### src/inc/nv_settings_pkg.sv
/*
  Constants and types for the nonvolatile settings and string writer.
  Assumes 64-byte command reports delivered one byte per valid cycle.
*/
`default_nettype none
package nv_settings_pkg;
  // =====================================================================
  // report layout
  localparam int         REPORT_BYTES = 64;
  localparam logic [5:0] IDX_CMD      = 6'h00;
  localparam logic [5:0] IDX_SUB      = 6'h01;
  localparam logic [5:0] IDX_LEN      = 6'h02;
  localparam logic [5:0] IDX_TYPE     = 6'h03;
  localparam logic [5:0] IDX_STR      = 6'h04;
  localparam logic [5:0] IDX_PIN3     = 6'h05;
  localparam logic [5:0] IDX_LAST     = 6'h3F;

  // =====================================================================
  // codes
  localparam logic [7:0] CMD_WRITE_NV     = 8'hB1;
  localparam logic [7:0] SUB_PIN_CFG      = 8'h01;
  localparam logic [7:0] SUB_MFR          = 8'h02;
  localparam logic [7:0] SUB_PROD         = 8'h03;
  localparam logic [7:0] SUB_SERIAL       = 8'h04;
  localparam logic [7:0] DESC_TYPE_STRING = 8'h03;
  localparam logic [7:0] DESC_LEN_MIN     = 8'h02;
  localparam logic [7:0] DESC_LEN_MAX     = 8'h40;

  // =====================================================================
  // pin settings byte fields
  localparam int BIT_LEVEL = 4;
  localparam int BIT_DIR   = 3;
  localparam int FUNC_MSB  = 2;
  localparam logic DIR_INPUT = 1'b1;

  typedef enum logic [2:0] {
    FN_GPIO                   = 3'b000,
    FN_I2C_ACTIVITY_INDICATOR = 3'b001,
    FN_ANALOG_INPUT_THREE     = 3'b010,
    FN_ANALOG_OUTPUT_SECOND   = 3'b011
  } pin_func_t;
  localparam logic [2:0] FUNC_LAST_VALID = 3'b011;

  localparam logic RST_PIN_LEVEL = 1'b0;
  localparam logic RST_PIN_DIR   = 1'b1;

  // =====================================================================
  // string store
  localparam int MAX_CHARS = 31;
  localparam int CHAR_W    = 16;
  localparam int CIDX_W    = 5;

  typedef enum logic [1:0] {
    DESC_MFR    = 2'b00,
    DESC_PROD   = 2'b01,
    DESC_SERIAL = 2'b10,
    DESC_NONE   = 2'b11
  } desc_sel_t;

  typedef enum logic [2:0] {
    ST_IDLE    = 3'b000,
    ST_SUB     = 3'b001,
    ST_PIN     = 3'b010,
    ST_STRHDR  = 3'b011,
    ST_STRDATA = 3'b100,
    ST_SKIP    = 3'b101
  } dec_state_t;
endpackage : nv_settings_pkg
`default_nettype wire

### src/inc/string_port_if.sv
/*
  Carrier between the command decoder and the descriptor string store.
  Assumes both ends on ref_clk.
*/
`timescale 1ns/100ps
`default_nettype none
interface string_port_if;
  import nv_settings_pkg::*;
  logic                  wrEn;
  desc_sel_t             wrSel;
  logic [CIDX_W-1:0]     wrIdx;
  logic [CHAR_W-1:0]     wrChar;
  logic                  lenEn;
  logic [7:0]            lenVal;
  desc_sel_t             rdSel;
  logic [CIDX_W-1:0]     rdIdx;
  logic [CHAR_W-1:0]     rdChar;
  logic [7:0]            rdLen;

  modport writer (output wrEn, wrSel, wrIdx, wrChar, lenEn, lenVal, rdSel, rdIdx,
                  input  rdChar, rdLen);
  modport store  (input  wrEn, wrSel, wrIdx, wrChar, lenEn, lenVal, rdSel, rdIdx,
                  output rdChar, rdLen);
endinterface : string_port_if
`default_nettype wire

### src/string_store.sv
/*
  Flip-flop store of the three string descriptors with a registered read port.
  Assumes writes come from the decoder on the same clock.
*/
`timescale 1ns/100ps
`default_nettype none
module string_store #(
  parameter int DEPTH = nv_settings_pkg::MAX_CHARS
) (
  input  wire logic ref_clk,
  input  wire logic rstn,
  string_port_if.store sp
);
  import nv_settings_pkg::*;

  // =====================================================================
  // storage: one row per descriptor
  logic [CHAR_W-1:0] chars [3][DEPTH];
  logic [7:0]        lens_ff [3];
  logic [CHAR_W-1:0] rdChar_ff;
  logic [7:0]        rdLen_ff;

  // character data is not reset; the length bounds what is valid
  always_ff @(posedge ref_clk) begin
    if (sp.wrEn && sp.wrSel != DESC_NONE && int'(sp.wrIdx) < DEPTH) begin
      chars[sp.wrSel][sp.wrIdx] <= sp.wrChar;
    end
  end

  always_ff @(posedge ref_clk) begin
    if (!rstn) begin
      for (int i = 0; i < 3; i++) begin
        lens_ff[i] <= DESC_LEN_MIN;
      end
    end else if (sp.lenEn && sp.wrSel != DESC_NONE) begin
      lens_ff[sp.wrSel] <= sp.lenVal;
    end
  end

  // =====================================================================
  // read port
  always_ff @(posedge ref_clk) begin
    if (!rstn) begin
      rdChar_ff <= '0;
      rdLen_ff  <= '0;
    end else if (sp.rdSel == DESC_NONE || int'(sp.rdIdx) >= DEPTH) begin
      rdChar_ff <= '0;
      rdLen_ff  <= (sp.rdSel == DESC_NONE) ? 8'h00 : lens_ff[sp.rdSel];
    end else begin
      rdChar_ff <= chars[sp.rdSel][sp.rdIdx];
      rdLen_ff  <= lens_ff[sp.rdSel];
    end
  end

  assign sp.rdChar = rdChar_ff;
  assign sp.rdLen  = rdLen_ff;
endmodule : string_store
`default_nettype wire

### src/flash_settings_string_writer.sv
/*
  Decoder of the write-nonvolatile-settings report: power-up setup of
  general_pin_three and the three string descriptors used at enumeration.
  Assumes report bytes arrive on ref_clk logic, one per valid cycle, with
  rptFirst marking byte 0; powerUpApply pulses at power-up/enumeration.
*/
`timescale 1ns/100ps
`default_nettype none
// What this block does
// - After power-up apply, a GPIO output pin drives the stored level from bit 4 of byte 5.
// - Bit 3 of byte 5 gives direction, 1 input and 0 output, and counts only in GPIO mode.
// - Bits 2-0 of byte 5 pick GPIO, I2C activity, analog input three or second analog output; 100-111 are ignored.
// - Sub-command 0x02 stores the characters as the manufacturer string.
// - Sub-command 0x03 stores the characters as the product string.
// - Sub-command 0x04 stores the characters as the serial-number string.
// - Character n is 16 bits, low half at byte 4+2n and high half at byte 4+2n+1.
module flash_settings_string_writer (
  input  wire logic                              ref_clk,
  input  wire logic                              rstn,
  input  wire logic                              rptValid,
  input  wire logic                              rptFirst,
  input  wire logic [7:0]                        rptByte,
  input  wire logic                              powerUpApply,
  input  wire nv_settings_pkg::desc_sel_t        rdSel,
  input  wire logic [nv_settings_pkg::CIDX_W-1:0] rdIdx,
  output logic [nv_settings_pkg::CHAR_W-1:0]     rdChar,
  output logic [7:0]                             rdLen,
  output logic                                   pinThreeOut,
  output logic                                   pinThreeOe,
  output nv_settings_pkg::pin_func_t             pinThreeFunc,
  output logic                                   cmdDone,
  output logic                                   cmdReject
);
  import nv_settings_pkg::*;

  // =====================================================================
  // helpers
  function automatic logic lenOk(input logic [7:0] len);
    return (len >= DESC_LEN_MIN) && (len <= DESC_LEN_MAX) && !len[0];
  endfunction : lenOk

  function automatic logic [6:0] charCount(input logic [7:0] len);
    logic [7:0] body;
    body = len - DESC_LEN_MIN;
    return body[7:1];
  endfunction : charCount

  // =====================================================================
  // byte position
  dec_state_t        state_ff;
  logic [5:0]        cnt_ff;
  logic [5:0]        curIdx;
  logic [5:0]        strOff;
  logic [CIDX_W-1:0] charIdx;
  logic              byteIn;

  assign byteIn  = rptValid;
  assign curIdx  = rptFirst ? IDX_CMD : cnt_ff;
  assign strOff  = curIdx - IDX_STR;
  assign charIdx = strOff[CIDX_W:1];

  always_ff @(posedge ref_clk) begin
    if (!rstn) begin
      cnt_ff <= IDX_CMD;
    end else if (byteIn) begin
      cnt_ff <= curIdx + 6'h01;
    end
  end

  // =====================================================================
  // decoder state
  desc_sel_t  strSel_ff;
  logic [7:0] len_ff;
  logic [7:0] lowByte_ff;
  logic [7:0] pinPend_ff;
  logic       pinCommit;
  logic       strCommit;
  logic       pinCodeOk;

  assign pinCodeOk = (pinPend_ff[FUNC_MSB:0] <= FUNC_LAST_VALID);
  assign pinCommit = byteIn && !rptFirst && state_ff == ST_PIN && curIdx == IDX_LAST;
  assign strCommit = byteIn && !rptFirst && state_ff == ST_STRDATA && curIdx == IDX_LAST;

  always_ff @(posedge ref_clk) begin
    if (!rstn) begin
      state_ff <= ST_IDLE;
    end else if (byteIn && rptFirst) begin
      // a new report aborts whatever was in progress
      state_ff <= (rptByte == CMD_WRITE_NV) ? ST_SUB : ST_SKIP;
    end else if (byteIn) begin
      case (state_ff)
        ST_IDLE: begin
          state_ff <= ST_IDLE;
        end
        ST_SUB: begin
          case (rptByte)
            SUB_PIN_CFG: state_ff <= ST_PIN;
            SUB_MFR, SUB_PROD, SUB_SERIAL: state_ff <= ST_STRHDR;
            default: state_ff <= ST_SKIP;
          endcase
        end
        ST_STRHDR: begin
          if (curIdx == IDX_TYPE) begin
            // type and length are checked before any character is written
            state_ff <= (rptByte == DESC_TYPE_STRING && lenOk(len_ff)) ? ST_STRDATA : ST_SKIP;
          end
        end
        ST_PIN, ST_STRDATA, ST_SKIP: begin
          if (curIdx == IDX_LAST) begin
            state_ff <= ST_IDLE;
          end
        end
        default: state_ff <= ST_IDLE;
      endcase
    end
  end

  always_ff @(posedge ref_clk) begin
    if (!rstn) begin
      strSel_ff <= DESC_NONE;
    end else if (byteIn && state_ff == ST_SUB && !rptFirst) begin
      case (rptByte)
        SUB_MFR:    strSel_ff <= DESC_MFR;
        SUB_PROD:   strSel_ff <= DESC_PROD;
        SUB_SERIAL: strSel_ff <= DESC_SERIAL;
        default:    strSel_ff <= DESC_NONE;
      endcase
    end
  end

  always_ff @(posedge ref_clk) begin
    if (!rstn) begin
      len_ff     <= DESC_LEN_MIN;
      lowByte_ff <= 8'h00;
      pinPend_ff <= 8'h00;
    end else if (byteIn && !rptFirst) begin
      if (state_ff == ST_STRHDR && curIdx == IDX_LEN) begin
        len_ff <= rptByte;
      end
      if (state_ff == ST_STRDATA && !strOff[0]) begin
        lowByte_ff <= rptByte;
      end
      if (state_ff == ST_PIN && curIdx == IDX_PIN3) begin
        pinPend_ff <= rptByte;
      end
    end
  end

  // =====================================================================
  // string store
  string_port_if sp ();

  // a 64-byte report carries at most 30 characters; the store holds 31
  assign sp.wrEn   = byteIn && !rptFirst && state_ff == ST_STRDATA && strOff[0]
                     && ({2'b00, charIdx} < charCount(len_ff));
  assign sp.wrSel  = strSel_ff;
  assign sp.wrIdx  = charIdx;
  assign sp.wrChar = {rptByte, lowByte_ff};
  assign sp.lenEn  = strCommit;
  assign sp.lenVal = len_ff;
  assign sp.rdSel  = rdSel;
  assign sp.rdIdx  = rdIdx;
  assign rdChar    = sp.rdChar;
  assign rdLen     = sp.rdLen;

  string_store #(.DEPTH(MAX_CHARS)) u_store (
    .ref_clk (ref_clk),
    .rstn    (rstn),
    .sp      (sp)
  );

  // =====================================================================
  // stored pin settings and what the pin shows
  logic      nvLevel_ff;
  logic      nvDir_ff;
  pin_func_t nvFunc_ff;
  logic      pinThreeOut_ff;
  logic      pinThreeOe_ff;
  pin_func_t pinThreeFunc_ff;

  always_ff @(posedge ref_clk) begin
    if (!rstn) begin
      nvLevel_ff <= RST_PIN_LEVEL;
      nvDir_ff   <= RST_PIN_DIR;
      nvFunc_ff  <= FN_GPIO;
    end else if (pinCommit && pinCodeOk) begin
      // an out-of-range function code drops the whole settings byte
      nvLevel_ff <= pinPend_ff[BIT_LEVEL];
      nvDir_ff   <= pinPend_ff[BIT_DIR];
      nvFunc_ff  <= pin_func_t'(pinPend_ff[FUNC_MSB:0]);
    end
  end

  // the pin changes only on apply, never on receipt of a report
  always_ff @(posedge ref_clk) begin
    if (!rstn) begin
      pinThreeOut_ff  <= RST_PIN_LEVEL;
      pinThreeOe_ff   <= 1'b0;
      pinThreeFunc_ff <= FN_GPIO;
    end else if (powerUpApply) begin
      pinThreeFunc_ff <= nvFunc_ff;
      pinThreeOe_ff   <= (nvFunc_ff == FN_GPIO) && (nvDir_ff != DIR_INPUT);
      pinThreeOut_ff  <= (nvFunc_ff == FN_GPIO) && (nvDir_ff != DIR_INPUT) && nvLevel_ff;
    end
  end

  assign pinThreeOut  = pinThreeOut_ff;
  assign pinThreeOe   = pinThreeOe_ff;
  assign pinThreeFunc = pinThreeFunc_ff;

  // =====================================================================
  // completion strobes
  logic cmdDone_ff;
  logic cmdReject_ff;

  always_ff @(posedge ref_clk) begin
    if (!rstn) begin
      cmdDone_ff   <= 1'b0;
      cmdReject_ff <= 1'b0;
    end else begin
      cmdDone_ff   <= strCommit || (pinCommit && pinCodeOk);
      cmdReject_ff <= (pinCommit && !pinCodeOk)
                      || (byteIn && !rptFirst && state_ff == ST_SUB
                          && rptByte != SUB_PIN_CFG && rptByte != SUB_MFR
                          && rptByte != SUB_PROD && rptByte != SUB_SERIAL)
                      || (byteIn && !rptFirst && state_ff == ST_STRHDR && curIdx == IDX_TYPE
                          && !(rptByte == DESC_TYPE_STRING && lenOk(len_ff)));
    end
  end

  assign cmdDone   = cmdDone_ff;
  assign cmdReject = cmdReject_ff;
endmodule : flash_settings_string_writer
`default_nettype wire

### config.mk
export PLATFORM = sky130hd
export DESIGN_NAME = flash_settings_string_writer
export DESIGN_NICKNAME = d
export VERILOG_FILES = /design/src/inc/nv_settings_pkg.sv /design/src/inc/string_port_if.sv /design/src/string_store.sv /design/src/flash_settings_string_writer.sv
export SDC_FILE = /design/constraint.sdc
export NUM_CORES = 2
export LEC_CHECK = 0
export ABC_AREA = 1
export BUFFER_PORTS_ARGS = -buffer_cell sky130_fd_sc_hd__buf_2
export CAP_MARGIN = 10
export CORE_MARGIN = 2
export CORE_UTILIZATION = 30
export CTS_CLUSTER_SIZE = 8
export DETAILED_ROUTE_END_ITERATION = 8
export REMOVE_ABC_BUFFERS = 1
export SLEW_MARGIN = 5
export SYNTH_ARGS = -nofsm -noshare
export SYNTH_HDL_FRONTEND = slang
export SYNTH_HIERARCHICAL = 1
export SYNTH_SLANG_ARGS = --single-unit
### constraint.sdc
create_clock -name ref_clk -period 7.6 [get_ports ref_clk]
set_input_delay 0.38 -clock ref_clk [delete_from_list [all_inputs] [get_ports ref_clk]]
set_output_delay 0.38 -clock ref_clk [all_outputs]
set_load 0.02 [all_outputs]
# Yosys cells after proc, flatten, opt, wreduce, memory -nomap -nowiden

Memory sizes are Yosys's and may differ from the RTL's.
Index checks and enable logic that the tools add are counted.

Flip-flop bits (word level): 68
RAM bits: 1512
Input port bits: 20
Logic and storage cells: 133
Memories kept: 2

Memory list:

| name            | depth | width | rd ports | clocked after Yosys merged registers in | wr ports | RTL line           | RTL |
|---|---|---|---|---|---|---|---|
| u_store.chars   | 3     | 496   | 1        | 0                                       | 1        | string_store.sv:18 | `logic [CHAR_W-1:0] chars [3][DEPTH];` |
| u_store.lens_ff | 3     | 8     | 1        | 0                                       | 3        | string_store.sv:19 | `logic [7:0] lens_ff [3];` |

Add/sub/neg operators: 3
Magnitude comparators: 9
Eq/ne operators: 22
Mux-type cells: 26
Bitwise logic cells: 4
Reductions and logical operators: 51

Operators with widths:

| operator                                                           | number |
|---|---|
| two-way mux 496 bit                                                | 1 |
| binary-select mux 16 bit (select 5 bit)                            | 1 |
| demux 16 bit (select 5 bit)                                        | 1 |
| two-way mux 16 bit                                                 | 3 |
| logical AND 1 bit                                                  | 32 |
| two-way mux 8 bit                                                  | 3 |
| equality test 8 x 2 -> 1 bit (second input constant)               | 2 |
| inequality test 8 x 2 -> 1 bit (second input constant)             | 2 |
| two-way mux 3 bit                                                  | 5 |
| equality test 6 x 2 -> 1 bit (second input constant)               | 2 |
| greater-or-equal comparator 6 bit (second input constant)          | 2 |
| NOT 5 -> 6 bit                                                     | 2 |
| case mux 3 bit (3 select lines)                                    | 1 |
| equality test 8 x 1 -> 1 bit (second input constant)               | 1 |
| equality test 8 x 3 -> 1 bit (second input constant)               | 1 |
| equality test 8 bit (second input constant)                        | 1 |
| greater-or-equal comparator 8 x 2 -> 1 bit (second input constant) | 1 |
| <= comparator 8 x 7 -> 1 bit (second input constant)               | 1 |
| inequality test 8 x 1 -> 1 bit (second input constant)             | 1 |
| inequality test 8 x 3 -> 1 bit (second input constant)             | 1 |
| OR reduction 8 bit                                                 | 1 |
| subtractor 8 x 2 -> 8 bit (second input constant)                  | 1 |
| less-than comparator 5 x 7 -> 1 bit                                | 1 |
| two-way mux 1 bit                                                  | 7 |
| other kinds (28)                                                   | 41 |

# Longest topological paths before layout

Depth in word-level cells: 10
Mapped depth: 16
Depth with buffers taken out: 15

# Hierarchy

Netlist, hierarchy kept.

By module, submodules not included:

| module                       | times used | cells each | area each (um2) | seq. area each (um2) |
|---|---|---|---|---|
| string_store                 | 1          | 5491       | 63415.8         | 46124.2 |
| flash_settings_string_writer | 1          | 316        | 2339.7          | 880.8 |

# Worst setup path before layout

OpenSTA, ideal clock, no wires.

Kind: input-to-reg
From: in rptFirst
To: mem u_store/chars[0][100] in the netlist's numbering (enable)
Library setup time: 409 ps
Arrival time: 3719 ps
Data required time: 7191 ps
Slack: 3472 ps
Stages on the path: 14
Buffers on the path: 0
Cells stage by stage: nor2_1 inv_1 ha_1 xnor2_1 ha_1 nand2_1 inv_1 nand3_1 nand2_1 nor2_1 nand3_1 nor3_1 inv_1 nor3_1

RTL lines:

| item                                      | RTL line                            | RTL |
|---|---|---|
| start: declaration                        | flash_settings_string_writer.sv:21  | `input wire logic rptFirst,` |
| two-way mux 6 bit                         | flash_settings_string_writer.sv:58  | `assign curIdx = rptFirst ? IDX_CMD : cnt_ff;` |
| subtractor 6 x 3 -> 6 bit                 | flash_settings_string_writer.sv:59  | `assign strOff = curIdx - IDX_STR;` |
| via strOff[2]                             | flash_settings_string_writer.sv:53  | `logic [5:0] strOff;` |
| less-than comparator 5 x 7 -> 1 bit       | flash_settings_string_writer.sv:155 | `&& ({2'b00, charIdx} < charCount(len_ff));` |
| logical AND 1 bit                         | flash_settings_string_writer.sv:155 |  |
| via sp.wrEn                               | string_port_if.sv:9                 | `logic wrEn;` |
| logical AND 1 bit (2 in series)           | string_store.sv:25                  | `if (sp.wrEn && sp.wrSel != DESC_NONE && int'(sp.wrIdx) < DEPTH) begin` |
| two-way mux 1 bit                         | string_store.sv:25                  |  |
| two-way mux 496 bit (implied by the code) | string_store.sv:26                  | `chars[sp.wrSel][sp.wrIdx] <= sp.wrChar;` |
| end: declaration                          | string_store.sv:18                  |  |

The timed path passes the listed nets, and every way through them passes these cells.

# Worst setup path after layout

From: reg cnt_ff[2]
To: mem u_store/chars[1][181] in the netlist's numbering (enable)

Cells in the longest elaborated chain, start to end: 8

Ends and longest elaborated chain:

| item                                      | RTL line                            | RTL |
|---|---|---|
| start: declaration                        | flash_settings_string_writer.sv:51  | `logic [5:0] cnt_ff;` |
| start signal: assignment                  | flash_settings_string_writer.sv:66  | `cnt_ff <= curIdx + 6'h01;` |
| two-way mux 6 bit                         | flash_settings_string_writer.sv:58  |  |
| subtractor 6 x 3 -> 6 bit                 | flash_settings_string_writer.sv:59  |  |
| via strOff[2]                             | flash_settings_string_writer.sv:53  |  |
| less-than comparator 5 x 7 -> 1 bit       | flash_settings_string_writer.sv:155 |  |
| logical AND 1 bit                         | flash_settings_string_writer.sv:155 |  |
| via sp.wrEn                               | string_port_if.sv:9                 |  |
| logical AND 1 bit (2 in series)           | string_store.sv:25                  |  |
| two-way mux 1 bit                         | string_store.sv:25                  |  |
| two-way mux 496 bit (implied by the code) | string_store.sv:26                  |  |

The timed path passes the listed nets, and every way through them passes these cells.

==> flow_summary.json <==
{
  "final_area_mm2": 0.0752,
  "fin_crit_sh_pct": 63.0,
  "status": "finished clean",
  "peakVddDrop_uv": 193,
  "drtIter0Drc": 5537,
  "swShare_pct": 22.8,
  "cts_buffers": 216,
  "syn_area_mm2": 0.0658,
  "drt-pass1-iter-count": 5,
  "htreeDepth": 4,
  "pwr-share-clk_pct": 44.9,
  "regToRegStartpoint": "cnt_ff[2]",
  "power_frac_comb_pct": 5.6,
  "drv_slew": 0,
  "cts_tree": "built",
  "ys_top_cells_by_count": "1703 x nand2_1, 1520 x edfxtp_1, 955 x nand3_1",
  "crit_start": "cnt_ff[2]",
  "hold_violations": 0,
  "worst_r2r_path_depth": 15,
  "holdBufCountCts": 5,
  "synthToLayoutAreaGrowth_pct": 14.4,
  "dr_total_vias": 44200,
  "relSlewSlack_pct": 17.6,
  "startpoint_type": "flop",
  "hpwl_um": 110000,
  "seqPwrFrac_pct": 49.5,
  "die_w_um": 472,
  "overflow": 0,
  "drc": 0,
  "synth_top_cells_by_area": "edfxtp_1 69%, nand2_1 9.7%, nand3_1 7.3%",
  "cts-root-buf": "clkbuf_16",
  "antenna_found_initial": 9,
  "power_mw": 19.4,
  "synth-seq-cells": 1588,
  "grt_setup_unrepaired": "no",
  "power.internal_mw": 15.0,
  "dpl_cell_area_mm2": 0.0691,
  "tightest_slew_ns": 1.23,
  "yosys_most_used_dff": "edfxtp_1",
  "syn_area_per_cell_um2": 11.3,
  "r2r_end": "u_store/chars[1][181]",
  "holdCritStartpoint": "rptByte[0]",
  "synth_top_cell_area_share_pct": 69.4,
  "setup_viol_count_final": 0,
  "syn_inst": 5807,
  "crit_arrival_ns": 5.20,
  "synth_cell_types": 47,
  "ant_nets": 0,
  "clk_pin_slew_ns": 0.05,
  "ys.warnings.count": 6,
  "final_core_util_pct": 34.6,
  "async_flop_share_pct": 0,
  "min_path_cells": 1,
  "p_leak_nw": 26.6,
  "placement.io_buffers": 50,
  "die_h_um": 472,
  "finalCriticalPeriod_ns": 4.79,
  "fmax_mhz": 209,
  "core-area_mm2": 0.218,
  "synth_edf_count": 1520,
  "gp_congestion": 0.875,
  "wirelength_um": 191000,
  "rows": 171,
  "finalSetupTns_ns": 0,
  "postCtsSetupBuffers": 0,
  "synth_top_cell_by_area": "edfxtp_1",
  "path_max_fanout": 16,
  "ff2ff_setup_slack_ns": 2.81,
  "post_drt_wl_per_cell_um": 21.6,
  "drv_cap": 0,
  "cts_sinks": 1588,
  "cp-end-kind": "flop",
  "yosysMostFrequentCell": "nand2_1",
  "hp-class": "in2reg",
  "holdPathEnd": "u_store/chars[1][136]",
  "grt_pass1_wl_um": 277000,
  "worstSetupPathType": "reg2reg",
  "yosysSeqAreaShare_pct": 71.5,
  "finClkSkew_ns": 0.0631,
  "viasPerCell": 5.00,
  "layout.nets": 5933,
  "ctsLongestPathBuffers": 3,
  "track_usage_pct": 16.7,
  "grt_pass1_vias": 41900,
  "power.switching_mw": 4.43,
  "power.density_mw_per_mm2": 258,
  "clock_latency_ns": 0.85,
  "die_area_mm2": 0.223,
  "grt_max_degree": 208,
  "critPathRequiredTime_ns": 8.02,
  "cts_resized": 0,
  "io_pins": 51,
  "drive_above_1_share_pct": 9.38,
  "initial_core_util_pct": 30.2
}
[worst max-delay path by stage]
stage          cells after the start                     to  slack (ns)
4_1_cts                           15  u_store/chars[1][183]        2.48
6_report                          15  u_store/chars[1][181]        2.81
2_1_floorplan                     12   u_store/sp.rdChar[1]        3.09
3_5_place_dp                      15  u_store/chars[1][190]        2.39
3_3_place_gp                      15  u_store/chars[1][179]        2.44
5_1_grt                           15  u_store/chars[1][183]        2.46
[through the flow]
| stage | setup WS (ns) | hold WS [ns] | cells |
|---|---|---|---|
| detailed placement | 2.39 | 0.455 | 8525 |
| global route | 2.46 | 0.0324 | 8836 |
| global placement | 2.44 | 0.445 | 8525 |
| finish | 2.81 | 0.0330 | 8838 |
| floorplan | 3.09 | 0.430 | 5478 |
| CTS | 2.48 | 0.00481 | 8830 |
[final cells by class]
type	count	area, um2
Clock buffer	285	5690
Inverter	195	779
Clock inverter	15	319
Sequential cell	1588	47000
Multi-Input combinational cell	3695	16200
Timing Repair Buffer	204	1560
Tap cell	2854	3570
Antenna cell	2	5.00
Fill cell	21200	142000
[power by group through the flow]
stage | sequential (mW) | clock, mW | combinational [mW]
after floorplan | 9.79 | 0 | 0.509
after global placement | 9.79 | 0 | 1.06
after detailed placement | 9.79 | 0 | 1.07
after CTS | 9.62 | 8.84 | 1.07
after global routing | 9.62 | 9.19 | 1.17
final | 9.62 | 8.72 | 1.09
[cell usage in the layout, fill, tap and decap left out, drive strengths merged]
cell type and count:
xnor2 2, clkinv 13, o221ai 2, o21a 1, diode 2, o21ai 79
nand3b 9, edfxtp 1520, nor4 3, ha 13, clkbuf 285, nor3 15
nand2 1709, dlygate4sd3 5, bufinv 1, nand4 6, dfxtp 68, inv 196
o211ai 49, conb 8, nand3 958, xor2 3, a22oi 1, buf 199
nor2 606, or2 114, nor2b 1, a31oi 1, a21oi 115
[critical path: stages, from the launching register on]
cell,delay [ns]
dfxtp_1,0.33
inv_1,0.07
nor2_1,0.18
inv_1,0.25
ha_1,0.29
xnor2_1,0.50
ha_1,0.33
nand2_1,0.07
inv_1,0.05
nand3_1,0.08
nand2_1,0.06
nor2_1,0.08
nand3_1,0.25
nor2_1,0.57
nand2_1,0.46
nor2_2,0.77
[routing by layer]
metal,global-route usage [%],vias to the layer above,wire (um)
li1,-,20100,-
met1,23.1,21700,80300
met2,25.4,2024,85700
met3,4.08,345,19000
met4,5.84,0,6150
met5,0,-,0
[cell families (layout without fill, tap and decap cells)]
family | Yosys count | after routing | share of synthesized area, %
simple gates | 3421 | 3421 | 22.0
buf+inv | 531 | 699 | 3.97
compound gates | 248 | 248 | 2.17
other cells | 1 | 10 | 0.00570
fa+ha+maj | 13 | 13 | 0.247
flops | 1588 | 1588 | 71.5
xor+xnor | 5 | 5 | 0.0666
[sequential cells by signal, indices dropped and copies added (netlist names)]
register / flops
nvFunc_ff: 3
u_store/sp.rdChar: 16
pinThreeOut: 1
cmdReject: 1
state_ff: 3
pinThreeFunc: 3
cnt_ff: 6
u_store/lens_ff: 32
cmdDone: 1
u_store/sp.rdLen: 8
sp.wrSel: 2
pinThreeOe: 1
pinPend_ff: 5
nvDir_ff: 1
lowByte_ff: 8
len_ff: 8
nvLevel_ff: 1
u_store/chars: 1488
Power figures use the tool's default switching activity.
